### config.mk
export PLATFORM = sky130hd
export DESIGN_NAME = pll_multiplier_and_rc_trim
export DESIGN_NICKNAME = d
export VERILOG_FILES = /design/src/pll_trim_pkg.sv /design/src/pll_multiplier_and_rc_trim.sv /design/src/osc_freq_calc.sv
export SDC_FILE = /design/constraint.sdc
export NUM_CORES = 1
export LEC_CHECK = 0
export BUFFER_PORTS_ARGS = -buffer_cell sky130_fd_sc_hd__buf_4
export CAP_MARGIN = 10
export CORE_AREA = 3 3 135 137
export CTS_CLUSTER_SIZE = 30
export DETAILED_ROUTE_END_ITERATION = 10
export DIE_AREA = 0 0 138 140
export PLACE_DENSITY = 0.77
export SYNTH_ARGS = -nofsm -noshare
export SYNTH_HDL_FRONTEND = slang
export SYNTH_SLANG_ARGS = --single-unit
### constraint.sdc
create_clock -name clk -period 2.3 [get_ports clk]
set_input_delay 0.115 -clock clk [delete_from_list [all_inputs] [get_ports clk]]
set_output_delay 0.115 -clock clk [all_outputs]
set_load 0.05 [all_outputs]
### src/pll_trim_pkg.sv
// Operation
// - feedback divisor: 9-bit code, multiplier code+2, reset code 48 (multiplier 50)
// - trim code zero gives 7.37 MHz, reset value
// - each positive trim step adds 0.375 percent
// - negative steps subtract 0.375 percent, to -12 percent
package pll_trim_pkg;

    ////////////////////////////////////////////////////////////////////////////
    // register bus geometry
    localparam int unsigned ADDR_W  = 4;
    localparam int unsigned DATA_W  = 16;

    // byte offsets of the four registers
    localparam logic [ADDR_W-1:0] OFS_FEEDBACK_DIV = 4'h0;
    localparam logic [ADDR_W-1:0] OFS_OSC_TRIM     = 4'h4;
    localparam logic [ADDR_W-1:0] OFS_MULT_STATUS  = 4'h8;
    localparam logic [ADDR_W-1:0] OFS_FREQ_STATUS  = 4'hC;

    ////////////////////////////////////////////////////////////////////////////
    // field layout
    localparam int unsigned MULT_CODE_W  = 9;
    localparam int unsigned MULT_CODE_LSB = 0;
    localparam int unsigned MULT_VAL_W   = 10;
    localparam int unsigned TRIM_W       = 6;
    localparam int unsigned TRIM_LSB     = 0;

    // the multiplier is the code plus this offset
    localparam logic [MULT_VAL_W-1:0] MULT_OFFSET = 10'h002;

    ////////////////////////////////////////////////////////////////////////////
    // reset values
    localparam logic [DATA_W-1:0]      FEEDBACK_DIV_RST = 16'h0030;
    localparam logic [DATA_W-1:0]      OSC_TRIM_RST     = 16'h0000;
    localparam logic [MULT_VAL_W-1:0]  MULT_VAL_RST     = 10'h032;

    ////////////////////////////////////////////////////////////////////////////
    // oscillator figures
    localparam int unsigned FREQ_W          = 23;
    localparam int unsigned NOMINAL_HZ      = 7370000;
    // one trim step is 27637.5 Hz; kept in half hertz to stay exact
    localparam int unsigned STEP_HALF_HZ    = 55275;
    localparam int unsigned PCT_W           = 15;
    // one trim step in thousandths of a percent
    localparam int unsigned STEP_MILLI_PCT  = 375;

    localparam logic [FREQ_W-1:0] NOMINAL_FREQ = 23'h707510;

endpackage : pll_trim_pkg

### src/pll_multiplier_and_rc_trim.sv
// Added by the designer: the placing of the registers and the address-and-strobe port.
`timescale 1ns/10ps
// clock generator configuration: loop feedback divisor and rc oscillator trim
module pll_multiplier_and_rc_trim #(
    parameter int unsigned ADDR_W = pll_trim_pkg::ADDR_W,
    parameter int unsigned DATA_W = pll_trim_pkg::DATA_W
) (
    input  wire logic                                      clk,
    input  wire logic                                      arst_n,
    input  wire logic [ADDR_W-1:0]                         regAddr,
    input  wire logic [DATA_W-1:0]                         regWrData,
    input  wire logic                                      regWr,
    input  wire logic                                      regRd,
    output logic      [DATA_W-1:0]                         regRdData,
    output logic      [pll_trim_pkg::MULT_CODE_W-1:0]      multiplierCode,
    output logic      [pll_trim_pkg::MULT_VAL_W-1:0]       multiplierValue,
    output logic      [pll_trim_pkg::TRIM_W-1:0]           trimCode,
    output logic signed [pll_trim_pkg::PCT_W-1:0]          trimMilliPct,
    output logic      [pll_trim_pkg::FREQ_W-1:0]           oscTargetHz,
    output logic                                           cfgUpdate
);

    localparam int unsigned MCW = pll_trim_pkg::MULT_CODE_W;
    localparam int unsigned MVW = pll_trim_pkg::MULT_VAL_W;
    localparam int unsigned TW  = pll_trim_pkg::TRIM_W;
    localparam int unsigned PW  = pll_trim_pkg::PCT_W;
    localparam int unsigned FW  = pll_trim_pkg::FREQ_W;

    ////////////////////////////////////////////////////////////////////////////
    // reset release
    logic [1:0] rstSync_ff;
    logic       rstN;

    // assertion is immediate, release waits two edges to avoid metastability
    always_ff @(posedge clk or negedge arst_n) begin
        if (!arst_n) begin
            rstSync_ff <= 2'h0;
        end else begin
            rstSync_ff <= {rstSync_ff[0], 1'b1};
        end
    end

    assign rstN = rstSync_ff[1];

    ////////////////////////////////////////////////////////////////////////////
    // helpers
    // zero extends a field into a bus word, upper bits always zero
    function automatic logic [DATA_W-1:0] padWord(input logic [DATA_W-1:0] field,
                                                  input int unsigned       width);
        logic [DATA_W-1:0] mask;
        mask    = DATA_W'((32'h1 << width) - 32'h1);
        padWord = field & mask;
    endfunction : padWord

    // multiplier seen by the loop for a given feedback code
    function automatic logic [MVW-1:0] multOf(input logic [MCW-1:0] code);
        multOf = MVW'(code) + pll_trim_pkg::MULT_OFFSET;
    endfunction : multOf

    ////////////////////////////////////////////////////////////////////////////
    // address decode
    logic hitFeedback;
    logic hitTrim;
    logic hitMultStat;
    logic hitFreqStat;

    always_comb begin
        hitFeedback = (regAddr == pll_trim_pkg::OFS_FEEDBACK_DIV);
        hitTrim     = (regAddr == pll_trim_pkg::OFS_OSC_TRIM);
        hitMultStat = (regAddr == pll_trim_pkg::OFS_MULT_STATUS);
        hitFreqStat = (regAddr == pll_trim_pkg::OFS_FREQ_STATUS);
    end

    ////////////////////////////////////////////////////////////////////////////
    // configuration registers
    logic [MCW-1:0] multCode_ff;
    logic [MCW-1:0] nxt_multCode;
    logic [TW-1:0]  trim_ff;
    logic [TW-1:0]  nxt_trim;
    logic           update_ff;
    logic           nxt_update;

    // only the implemented low bits are stored; upper write bits drop away
    always_comb begin
        nxt_multCode = multCode_ff;
        nxt_trim     = trim_ff;
        nxt_update   = 1'b0;
        if (regWr && hitFeedback) begin
            nxt_multCode = regWrData[pll_trim_pkg::MULT_CODE_LSB +: MCW];
            // a rewrite of the same value still tells the loop to relock
            nxt_update   = 1'b1;
        end
        if (regWr && hitTrim) begin
            nxt_trim   = regWrData[pll_trim_pkg::TRIM_LSB +: TW];
            nxt_update = 1'b1;
        end
    end

    always_ff @(posedge clk or negedge rstN) begin
        if (!rstN) begin
            multCode_ff <= pll_trim_pkg::FEEDBACK_DIV_RST[MCW-1:0];
            trim_ff     <= pll_trim_pkg::OSC_TRIM_RST[TW-1:0];
            update_ff   <= 1'b0;
        end else begin
            multCode_ff <= nxt_multCode;
            trim_ff     <= nxt_trim;
            update_ff   <= nxt_update;
        end
    end

    ////////////////////////////////////////////////////////////////////////////
    // derived outputs for the loop and the oscillator
    logic [MVW-1:0]       multVal_ff;
    logic [MVW-1:0]       nxt_multVal;
    logic signed [PW-1:0] pct_ff;
    logic signed [PW-1:0] nxt_pct;

    // computed from the next values so they move in step with the codes
    always_comb begin
        nxt_multVal = multOf(nxt_multCode);
        // signed code times 375 thousandths: +0.375 % per step, -12 % at the bottom
        nxt_pct     = PW'($signed(nxt_trim) * $signed(PW'(pll_trim_pkg::STEP_MILLI_PCT)));
    end

    always_ff @(posedge clk or negedge rstN) begin
        if (!rstN) begin
            multVal_ff <= pll_trim_pkg::MULT_VAL_RST;
            pct_ff     <= '0;
        end else begin
            multVal_ff <= nxt_multVal;
            pct_ff     <= nxt_pct;
        end
    end

    // expected frequency lags the trim register by one cycle
    logic [FW-1:0] freqHz;

    osc_freq_calc #(
        .TRIM_W (TW),
        .FREQ_W (FW)
    ) u_freq (
        .clk      (clk),
        .rstN     (rstN),
        .trimCode ($signed(trim_ff)),
        .freqHz   (freqHz)
    );

    ////////////////////////////////////////////////////////////////////////////
    // read path: data one cycle after the strobe, zero otherwise
    logic [DATA_W-1:0] rdData_ff;
    logic [DATA_W-1:0] nxt_rdData;

    // unmapped addresses read as zero so software never sees stale data
    always_comb begin
        nxt_rdData = '0;
        if (regRd) begin
            case (1'b1)
                hitFeedback: nxt_rdData = padWord(DATA_W'(multCode_ff), MCW);
                hitTrim:     nxt_rdData = padWord(DATA_W'(trim_ff), TW);
                hitMultStat: nxt_rdData = padWord(DATA_W'(multVal_ff), MVW);
                // frequency in kilohertz fits the word; hertz would not
                hitFreqStat: nxt_rdData = DATA_W'(freqHz / FW'(1000));
                default:     nxt_rdData = '0;
            endcase
        end
    end

    always_ff @(posedge clk or negedge rstN) begin
        if (!rstN) begin
            rdData_ff <= '0;
        end else begin
            rdData_ff <= nxt_rdData;
        end
    end

    ////////////////////////////////////////////////////////////////////////////
    // outputs, all straight from flip-flops
    assign regRdData       = rdData_ff;
    assign multiplierCode  = multCode_ff;
    assign multiplierValue = multVal_ff;
    assign trimCode        = trim_ff;
    assign trimMilliPct    = pct_ff;
    assign oscTargetHz     = freqHz;
    assign cfgUpdate       = update_ff;

endmodule : pll_multiplier_and_rc_trim

### src/osc_freq_calc.sv
`timescale 1ns/10ps
// turns a signed trim code into the expected oscillator frequency
module osc_freq_calc #(
    parameter int unsigned TRIM_W = pll_trim_pkg::TRIM_W,
    parameter int unsigned FREQ_W = pll_trim_pkg::FREQ_W
) (
    input  wire logic                     clk,
    input  wire logic                     rstN,
    input  wire logic signed [TRIM_W-1:0] trimCode,
    output logic             [FREQ_W-1:0] freqHz
);

    logic signed [31:0] offsetHalfHz;
    logic signed [31:0] totalHalfHz;
    logic        [FREQ_W-1:0] nxt_freqHz;
    logic        [FREQ_W-1:0] freqHz_ff;

    ////////////////////////////////////////////////////////////////////////////
    // linear model: nominal plus code times 0.375 percent, rounded to a hertz
    always_comb begin
        offsetHalfHz = 32'(trimCode) * $signed(32'(pll_trim_pkg::STEP_HALF_HZ));
        totalHalfHz  = $signed(32'(2 * pll_trim_pkg::NOMINAL_HZ)) + offsetHalfHz;
        // adding one before halving rounds the half hertz up
        nxt_freqHz   = FREQ_W'((totalHalfHz + 32'sd1) >>> 1);
    end

    // registered so the result is a clean flip-flop output
    always_ff @(posedge clk or negedge rstN) begin
        if (!rstN) begin
            freqHz_ff <= pll_trim_pkg::NOMINAL_FREQ;
        end else begin
            freqHz_ff <= nxt_freqHz;
        end
    end

    assign freqHz = freqHz_ff;

endmodule : osc_freq_calc

==> results.md, run 1 <==
* Clock root buffer: clkbuf_16
* Chip Height at 140 um
* Tool error: [ERROR GRT-0232] Routing congestion too high. Check the congestion heatmap in the GUI.
* Cell area after synthesis at 9340 sq um
* Cell variety after synth at 109
* Placed wire-length estimate at 25.3 mm
* Most used flip-flop cell after synthesis: dfrtp_1
* GRT Overall Usage at 0.835
* Pin ending the worst setup path after global-route repair: regRdData[0]$_DFF_PN0_/D
* Number of instances in the placed design at 1704
* Last stage the flow got to: 5_1_grt
* Count of yosys warnings during synthesis at 0
* Number of rows in the core area at 48
* Total congestion overflow at 204
* Final estimated routing congestion in global placement at 0.948
* Largest net degree at the start of global routing at 73
* Horizontal extent of the die at 138 um
* Share of the yosys chip area belonging to registers at 0.211
* Clk sinks at 78
* Post-synth top area share at 0.171
* Number of buffers created by CTS at 9
* I/O Buffers at 94
* Placed cell area at 13700 sq um
* Synth top area cells: dfrtp_1 (17%), ha_1 (13%), fa_1 (6.6%)
* Kind of endpoint with the least setup slack: sequential cell input
* Maximum buffer depth of the clock tree at 2
* Count of flip-flops with a built-in enable after synthesis at 0
* Biggest area consumer among synthesized cells: dfrtp_1
* Average cell area after synthesis at 8.96 sq um
* Io pins at 104
* Run status: stopped before the end
* Starting density of the core at 0.544
* Instance count of the mapped netlist at 1043
* Number of H-tree levels at 3
* Flip-flop and latch count after synthesis at 78
* Proportion of register bits with asynchronous set or reset after synthesis at 1.00
## synth_stat cells, types with 6 or more instances
library cell / n
inv_1: 95
ha_1: 94
nor2_1: 65
dfrtp_1: 64
nand2_1: 56
a21oi_1: 53
xnor2_1: 51
fa_1: 31
nor3_1: 30
o21ai_0: 30
nand3_1: 26
mux2i_1: 22
o21bai_1: 19
xor2_1: 18
mux2_2: 16
o21a_1: 16
clkbuf_1: 15
a21o_1: 14
a31oi_1: 14
dfstp_2: 14
and2_1: 12
and3_1: 12
nor2b_1: 12
buf_2: 11
o211ai_1: 10
o22ai_1: 10
or3_1: 9
a211oi_1: 8
nand2b_1: 8
nand4_1: 8
nor4_1: 8
buf_4: 7
maj3_1: 6
o21ai_1: 6
or2_2: 6
## metal layers
layer | track usage | GRT overflow
met4 | 0.898 | 85
met3 | 0.693 | 3
met1 | 0.820 | 0
met5 | 0.301 | 0
met2 | 0.982 | 116
## kinds of logic after synthesis
family,after synthesis,share of synthesized area
and+or+nand+nor,294,0.168
AOI/OAI and AO/OA,293,0.245
buffers and inverters,134,0.0615
adders and majority gates,131,0.199
DFF,78,0.211
xor gates and xnor gates,70,0.0664
muxes,41,0.0491
other,2,0.000804
## metrics by stage
stage           util  hold WS, ns  setup WS [ns]
2_1_floorplan      -       -0.181          -5.79
3_3_place_gp   0.796       -0.102          -5.66
3_5_place_dp   0.796       -0.100          -5.96
4_1_cts        0.905       0.0135          -5.71
## repair_timing
action	4_1_cts
cloned	4
setup endpoints to repair	43
endpoints found under the hold margin	3
resized for setup	199
buffers inserted	74
hold buffers	2
pin swaps	115
==> run 2: changes to the inputs <==
--- a/config.mk
+++ b/config.mk
@@ -7,11 +7,10 @@
 export LEC_CHECK = 0
 export BUFFER_PORTS_ARGS = -buffer_cell sky130_fd_sc_hd__buf_4
 export CAP_MARGIN = 10
-export CORE_AREA = 3 3 135 137
-export CTS_CLUSTER_SIZE = 30
+export CORE_AREA = 3 3 157 159
 export DETAILED_ROUTE_END_ITERATION = 10
-export DIE_AREA = 0 0 138 140
-export PLACE_DENSITY = 0.77
+export DIE_AREA = 0 0 160 162
+export PLACE_DENSITY_LB_ADDON = 0.15
 export SYNTH_ARGS = -nofsm -noshare
 export SYNTH_HDL_FRONTEND = slang
 export SYNTH_SLANG_ARGS = --single-unit
==> constraint.sdc (replaced) <==
create_clock -name clk -period 3 [get_ports clk]
set_input_delay 0.15 -clock clk [delete_from_list [all_inputs] [get_ports clk]]
set_output_delay 0.15 -clock clk [all_outputs]
set_load 0.05 [all_outputs]
==> run 2 against run 1 <==
Net effect:
- the flow now finishes, with violations (negative setup slack)
- synthesized cell count stayed put
- area after synthesis stayed put
==> results.md, run 2 <==
* Run status: finished with violations
* Violated checks: negative setup slack
* GRT Overall Usage at 0.229
* Path class of the lowest-slack min-delay path: in2reg
* Commonest non-fill, non-tap cells in the layout: buf_4 (488), inv_1 (77), ha_1 (66)
* Placeable core region at 23400 sq um
* Routed wire length per instance at 16.6 um
* Fin crit period at 8.05 ns
* Average cell area after synthesis at 8.96 sq um
* Synth top area cells: dfrtp_1 (17%), ha_1 (13%), fa_1 (6.6%)
* Chip Height at 162 um
* Max_cap viols at 0
* Area grow syn2layout at 70.8%
* Largest register FFs at 23
* Category of the most critical setup path: reg2reg
* First drt pass iteration count at 5
* Largest net degree at the start of global routing at 77
* Instance count of the mapped netlist at 1043
* Worst-margin pin slew at 1.04 ns
* Flip-flop and latch count after synthesis at 78
* Final estimated routing congestion in global placement at 0.917
* Most prevalent standard cell on the critical path: buf_4
* Drc violations at 0
* Number of antenna violations at the first check in global routing at 0
* CP Capture Type: flip-flop
* Total congestion overflow at 0
* Number of filler cells placed in the layout at 1822
* Slack of the worst reg-to-reg path at -5.05 ns
* Count of yosys warnings during synthesis at 0
* Synth top cells by count: inv_1 (95), ha_1 (94), nor2_1 (65)
* Post-detailed-route count of antenna-violating nets at 0
* Number of global-route vias before repair at 10100
* Via density per instance at 5.28
* Final WS setup at -5.05 ns
* Violation count after the first detailed-routing iteration at 522
* Start point of the critical path: u_freq.freqHz[22]
* Worst endpoint data arrival time at 8.28 ns
* Io pins at 104
* Most used flip-flop cell after synthesis: dfrtp_1
* Die Footprint at 25900 sq um
* Launch instance of the worst min-delay path: regWrData[0]
* Clock root buffer: clkbuf_16
* Clock transition at the registers of the reported paths at 0.07 ns
* Number of buffers created by CTS at 9
* Number of inserted diodes at 0
* Clk sinks at 78
* Final setup skew at 0.00815 ns
* Number of nets in the final layout at 1711
* Global-route wire length before repair at 49.2 mm
* Count of flip-flops with a built-in enable after synthesis at 0
* Critical register-to-register path startpoint: u_freq.freqHz[22]
* Cell area after synthesis at 9340 sq um
* Horizontal extent of the die at 160 um
* Critical path startpoint category: flip-flop
* Number of rows in the core area at 56
* Ratio of cells with drive above 1 in the final layout at 0.563
* Maximum buffer depth of the clock tree at 2
* Number of H-tree levels at 3
* Ratio of final minimum period to clock period at 2.68
* Proportion of register bits with asynchronous set or reset after synthesis at 1.00
* Post-synth top area share at 0.171
* I/O Buffers at 94
* Cell variety after synth at 109
* Starting density of the core at 0.399
* Biggest area consumer among synthesized cells: dfrtp_1
* Placed wire-length estimate at 23.1 mm
* Insertion delay to the later sink of the worst-skew pair at 0.35 ns
* Headroom to the max-slew limit at 0.304
* Worst hold-check slack at 0.0471 ns
* Final setup violation count at 38
* Final Max Tran Viols at 0
* Crit-path max cell delay at 0.61 ns
* Total number of vias at 9951
* RSZ-0062 raised after global routing: yes
* Most numerous cell in the Yosys netlist: inv_1
* Standard cell with the maximum stage delay on the critical path: dfstp_2
* Most frequent standard cell in the layout excluding fill and tap cells: buf_4
* Critical path fanouts, max at 7
* Share of the yosys chip area belonging to registers at 0.211
* CTS tree: yes
* Peak Freq at 124 MHz
* Routed wire length at 31.3 mm
* Final Hold Vio Count at 0
* Critical path data required time at 3.22 ns
## run 2: final cells by class
cell class                      instances  area, sq um  share of cell area
Clock inverter                          6         93.8             0.00588
Tap cell                              319          399              0.0250
Multi-Input combinational cell        832         8560               0.537
Inverter                               95          359              0.0225
Sequential cell                        78         1980               0.124
Clock buffer                           10          229              0.0143
Timing Repair Buffer                  546         4330               0.271
## run 2: kinds of logic after synthesis
family	count (synthesis)	share of synthesized area
buffers and inverters	134	0.0615
muxes	41	0.0491
AOI/OAI and AO/OA	293	0.245
and+or+nand+nor	294	0.168
other	2	0.000804
DFF	78	0.211
xor gates and xnor gates	70	0.0664
adders and majority gates	131	0.199
## run 2: critical path: cells and delay by family, from the launching register on
kind                   cells  cell delay [ns]
AOI/OAI and AO/OA         18             3.99
and+or+nand+nor            8             1.81
buffers and inverters      6             0.93
DFF                        1             0.61
muxes                      2             0.58
## run 2: worst paths after layout
check                                      to  depth (start not counted)
min                        multiplierValue[0]                          2
min reg2reg                     rstSync_ff[1]                          0
min in group asynchronous       rstSync_ff[1]                          2
max                              regRdData[0]                         34
max in group asynchronous         trimCode[4]                          0
max reg2reg                      regRdData[0]                         34
## run 2: per-stage QoR
step | instance area [sq um] | setup WS, ns | cells | utilization | TNS [ns]
final | 16000 | -5.05 | 1886 | 0.682 | -64.22
after CTS | 15100 | -4.88 | 1862 | 0.646 | -62.98
after floorplan | 10000 | -5.09 | 1044 | - | -57.07
after global placement | 13700 | -5.18 | 1796 | 0.587 | -63.65
after detailed placement | 13700 | -5.31 | 1796 | 0.587 | -65.29
after global routing | 16000 | -5.40 | 1886 | 0.682 | -70.92
## run 2: routing by layer
metal,up-vias,routed length (um),global-route usage,share of wire
met5,-,0,0,0
met2,184,16500,0.415,0.53
li1,4868,-,-,-
met1,4861,13500,0.297,0.43
met3,38,868,0.0245,0.028
met4,0,413,0.0462,0.013
## run 2: what timing repair did
action | CTS | global route
endpoints found under the setup margin | 39 | 39
hold endpoints to repair | 3 | 0
setup buffers | 56 | 39
pin swaps | 90 | 101
resized for setup | 126 | 140
gates cloned | 0 | 0
hold buffers | 2 | 0
Power of run 2 is not shown: default switching activity piles up to over one toggle a cycle in this logic, so the estimate is an artifact.
==> run 3: changes to the inputs <==
--- a/config.mk
+++ b/config.mk
@@ -6,7 +6,7 @@
 export NUM_CORES = 1
 export LEC_CHECK = 0
 export BUFFER_PORTS_ARGS = -buffer_cell sky130_fd_sc_hd__buf_4
-export CAP_MARGIN = 10
+export CAP_MARGIN = 40
 export CORE_AREA = 3 3 157 159
 export DETAILED_ROUTE_END_ITERATION = 10
 export DIE_AREA = 0 0 160 162
==> constraint.sdc (replaced) <==
create_clock -name clk -period 9.54 [get_ports clk]
set_input_delay 0.477 -clock clk [delete_from_list [all_inputs] [get_ports clk]]
set_output_delay 0.477 -clock clk [all_outputs]
set_load 0.05 [all_outputs]
==> run 3 against run 2 <==
Net effect:
- the flow now finishes without violations
- utilization is 21 points lower
- register-to-register slack improved by 5.7 ns
- sequential share of layout area up 5.6 points
- flip-flop and latch count did not move
- cell area decreased by 31%
- clock skew is 0.00063 ns higher
- cell count decreased by 22%
- maximum frequency decreased by 9.9%
- largest cell class unchanged
==> results.md, run 3 (synthesis results as in run 2) <==
* Crit path buffers/inverters at 1
* Number of global-route vias before repair at 7822
* Number of H-tree levels at 3
* Total number of vias at 8128
* Routed wire length per instance at 16.6 um
* Slack of the worst reg-to-reg path at 0.60 ns
* Die Footprint at 25900 sq um
* Crit-path max cell delay at 0.75 ns
* Number of nets in the final layout at 1296
* Placed wire-length estimate at 19.4 mm
* Largest register FFs at 23
* Max_cap viols at 0
* Worst endpoint data arrival time at 9.16 ns
* Clock transition at the registers of the reported paths at 0.07 ns
* Critical register-to-register path startpoint: u_freq.freqHz[21]
* Drc violations at 0
* Number of antenna violations at the first check in global routing at 0
* RSZ-0062 raised after global routing: no
* CTS tree: yes
* Final setup skew at 0.00879 ns
* Placeable core region at 23400 sq um
* Violation count after the first detailed-routing iteration at 460
* Most frequent standard cell in the layout excluding fill and tap cells: buf_4
* Via density per instance at 5.53
* Global-route wire length before repair at 39.9 mm
* Maximum buffer depth of the clock tree at 2
* Total Negative Setup Slacks at 0 ns
* Clock root buffer: clkbuf_16
* Final estimated routing congestion in global placement at 0.864
* Run status: finished, final reports clean
* Area grow syn2layout at 17.3%
* Setup slack after placement at 0.318 ns
* Largest delay contributor family on the critical path: compound AO/OA/AOI/OAI gates
* Horizontal extent of the die at 160 um
* Chip Height at 162 um
* Number of buffers created by CTS at 9
* Final Hold Vio Count at 0
* Most prevalent standard cell on the critical path: a31o_1
* GRT Overall Usage at 0.186
* Final Max Tran Viols at 0
* Final setup violation count at 0
* Largest net degree at the start of global routing at 48
* Final WS setup at 0.603 ns
* Routed wire length at 24.4 mm
* Ratio of cells with drive above 1 in the final layout at 0.213
* Commonest non-fill, non-tap cells in the layout: buf_4 (129), inv_1 (95), ha_1 (94)
* Io pins at 104
* Critical path fanouts, max at 11
* Headroom to the max-slew limit at 0.454
* Total congestion overflow at 0
* Number of inserted diodes at 0
* Ratio of final minimum period to clock period at 0.937
* Peak Freq at 112 MHz
* Post-detailed-route count of antenna-violating nets at 0
* Worst-margin pin slew at 0.816 ns
* End of the worst register-to-register path: regRdData[0]
* Starting density of the core at 0.399
* I/O Buffers at 94
* Category of the most critical setup path: reg2reg
* Number of rows in the core area at 56
* First drt pass iteration count at 5
* Fin crit period at 8.94 ns
* Reg2Reg Depth at 29
* Critical path data required time at 9.77 ns
* CP Capture Type: flip-flop
* Path class of the lowest-slack min-delay path: reg2async
* Number of filler cells placed in the layout at 2295
* Insertion delay to the later sink of the worst-skew pair at 0.34 ns
* Standard cell with the maximum stage delay on the critical path: o32ai_1
* Critical path startpoint category: flip-flop
* Start point of the critical path: u_freq.freqHz[21]
* Clk sinks at 78
==> run 3: how the worst max path moves through the flow <==
stage / end / slack [ns] / cells after the start
after floorplan: regRdData[0] / 1.12 / 31
after global placement: regRdData[0] / 0.42 / 31
after detailed placement: regRdData[0] / 0.32 / 30
after CTS: regRdData[0] / 0.28 / 30
after global routing: regRdData[0] / 0.02 / 32
final: regRdData[0] / 0.60 / 29
==> run 3: layer usage <==
metal | GRT usage | up-vias | part of all wire
met5 | 0 | - | 0
met1 | 0.255 | 3890 | 0.47
met4 | 0.0430 | 0 | 0.014
li1 | - | 4054 | -
met3 | 0.0270 | 25 | 0.040
met2 | 0.311 | 159 | 0.47
==> run 3: timing repair <==
item	CTS	global route
buffers inserted	0	5
endpoints found under the hold margin	2	0
resized for setup	0	19
hold buffers	1	0
setup endpoints to repair	0	2
==> run 3: final cells by class <==
cell class / instances / area (sq um) / area share
multi-input combinational: 832 / 6900 / 0.630
clock buffer: 10 / 229 / 0.0209
tap: 319 / 399 / 0.0364
timing repair buffer: 131 / 1010 / 0.0918
clock inverter: 6 / 93.8 / 0.00856
inverter: 95 / 357 / 0.0325
sequential: 78 / 1970 / 0.180
==> run 3: metrics by stage <==
| stage | instances | hold WS, ns | area, sq um | utilization |
|---|---|---|---|---|
| final | 1471 | 0.265 | 11000 | 0.468 |
| after global routing | 1471 | 0.315 | 11000 | 0.468 |
| after CTS | 1466 | 0.289 | 10800 | 0.462 |
| after detailed placement | 1449 | 0.261 | 10500 | 0.448 |
| after global placement | 1448 | 0.260 | 10500 | 0.447 |
| after floorplan | 1044 | 0.181 | 9350 | - |
Power of run 3 is left out for the same reason.
==> run 4: changes to the inputs <==
--- a/config.mk
+++ b/config.mk
@@ -11,6 +11,7 @@
 export DETAILED_ROUTE_END_ITERATION = 10
 export DIE_AREA = 0 0 160 162
 export PLACE_DENSITY_LB_ADDON = 0.15
+export REMOVE_ABC_BUFFERS = 1
 export SYNTH_ARGS = -nofsm -noshare
 export SYNTH_HDL_FRONTEND = slang
 export SYNTH_SLANG_ARGS = --single-unit
==> run 4 against run 3 <==
Net effect:
- global-route usage shrank 0.57 points
- routed wire length shrank 2.7%
- sequential share of layout area grew 0.098 points
- via count shrank 0.78%
- register-to-register slack lost 0.05 ns
- setup slack lost 0.054 ns
- clock skew grew 0.0017 ns
- maximum frequency shrank 0.60%
- cell count shrank 0.48%
- non-clock buffer count shrank 7
- critical path depth grew 3
- critical endpoint unchanged
- largest cell class unchanged
==> results.md, run 4 (synthesis results as in run 2) <==
* Post-detailed-route count of antenna-violating nets at 0
* Chip Height at 162 um
* Die Footprint at 25900 sq um
* Peak Freq at 111 MHz
* Placeable core region at 23400 sq um
* Max_cap viols at 0
* Starting density of the core at 0.399
* Most frequent standard cell in the layout excluding fill and tap cells: buf_4
* CP Capture Type: flip-flop
* Violation count after the first detailed-routing iteration at 502
* I/O Buffers at 94
* Crit path buffers/inverters at 3
* Final setup skew at 0.0105 ns
* Path class of the lowest-slack min-delay path: reg2async
* GRT Overall Usage at 0.180
* Placed wire-length estimate at 19.2 mm
* Clock root buffer: clkbuf_16
* Global-route wire length before repair at 38.9 mm
* Ratio of cells with drive above 1 in the final layout at 0.207
* Clk sinks at 78
* Worst-margin pin slew at 0.693 ns
* Number of nets in the final layout at 1289
* Final Max Tran Viols at 0
* Number of antenna violations at the first check in global routing at 0
* Insertion delay to the later sink of the worst-skew pair at 0.35 ns
* Area grow syn2layout at 16.8%
* Largest delay contributor family on the critical path: compound AO/OA/AOI/OAI gates
* Worst endpoint data arrival time at 9.22 ns
* Standard cell with the maximum stage delay on the critical path: dfstp_2
* Worst hold-check slack at 0.261 ns
* Fin crit period at 8.99 ns
* Ratio of final minimum period to clock period at 0.942
* Run status: finished, final reports clean
* Drc violations at 0
* Category of the most critical setup path: reg2reg
* Routed wire length per instance at 16.2 um
* Final Hold Vio Count at 0
* Critical path data required time at 9.77 ns
* Number of H-tree levels at 3
* Total congestion overflow at 0
* CTS tree: yes
* Final setup violation count at 0
* Largest register FFs at 23
* Via density per instance at 5.51
* Number of global-route vias before repair at 7653
* Number of buffers created by CTS at 9
* Horizontal extent of the die at 160 um
* Largest net degree at the start of global routing at 49
* Number of rows in the core area at 56
* Commonest non-fill, non-tap cells in the layout: buf_4 (122), inv_1 (95), ha_1 (94)
* Critical path fanouts, max at 14
* Number of inserted diodes at 0
* Most prevalent standard cell on the critical path: buf_4
* Routed wire length at 23.8 mm
* Non-filler instance count after layout at 1464
* Final estimated routing congestion in global placement at 0.849
* Headroom to the max-slew limit at 0.534
* Crit-path max cell delay at 0.68 ns
* Maximum buffer depth of the clock tree at 2
* Total number of vias at 8065
* First drt pass iteration count at 5
* Io pins at 104
* Clock transition at the registers of the reported paths at 0.07 ns
* Critical path startpoint category: flip-flop
* Number of instances in the placed design at 1443
## run 4: changes by cell type in the layout (fill, tap and decap cells not counted), sizes merged
cell      delta
clkinvlp     -1
clkinv       -1
clkbuf       -1
inv          +3
buf          -7
## run 4: worst paths after layout
kind                                         from                  to  depth (start not counted)  slack (ns)
worst max-delay path            u_freq.freqHz[21]        regRdData[0]                         32        0.55
worst min-delay path                rstSync_ff[1]   u_freq.freqHz[18]                          0        0.26
worst max register to register  u_freq.freqHz[21]        regRdData[0]                         32        0.55
worst min register to register      rstSync_ff[1]   u_freq.freqHz[18]                          0        0.26
max in group asynchronous           rstSync_ff[1]  multiplierValue[4]                          1        8.64
min in group clk                     regWrData[1]  multiplierValue[1]                          2        0.32
## run 4: repair_timing
| item | CTS | global route |
|---|---|---|
| setup endpoints to repair | 0 | 3 |
| hold endpoints to repair | 2 | 0 |
| buffers inserted | 0 | 4 |
| hold buffers | 1 | 0 |
| gates resized for setup | 0 | 19 |
## run 4: layout make-up
class	instances	area, sq um
clock buffer	9	225
clock inverter	7	103
fill	2364	12500
inverter	95	357
multi-input combinational	832	6900
sequential	78	1970
tap	319	399
timing repair buffer	124	953
## run 4: layer usage
| layer | up-vias | global-route usage | routed length [um] |
|---|---|---|---|
| met2 | 131 | 0.304 | 11300 |
| met1 | 3893 | 0.248 | 11500 |
| met4 | 0 | 0.0398 | 244 |
| li1 | 4026 | - | - |
| met3 | 15 | 0.0232 | 738 |
| met5 | - | 0 | 0 |
## run 4: stage by stage
step	setup TNS [ns]	cell area, sq um	setup WS, ns	util
finish	0	10900	0.549	0.466
global route	-0.00443	10900	-0.00443	0.466
CTS	0	10800	0.0756	0.461
detailed placement	0	10400	0.109	0.446
global placement	0	10400	0.301	0.445
floorplan	0	9130	0.515	-
Power of run 4 is left out for the same reason.
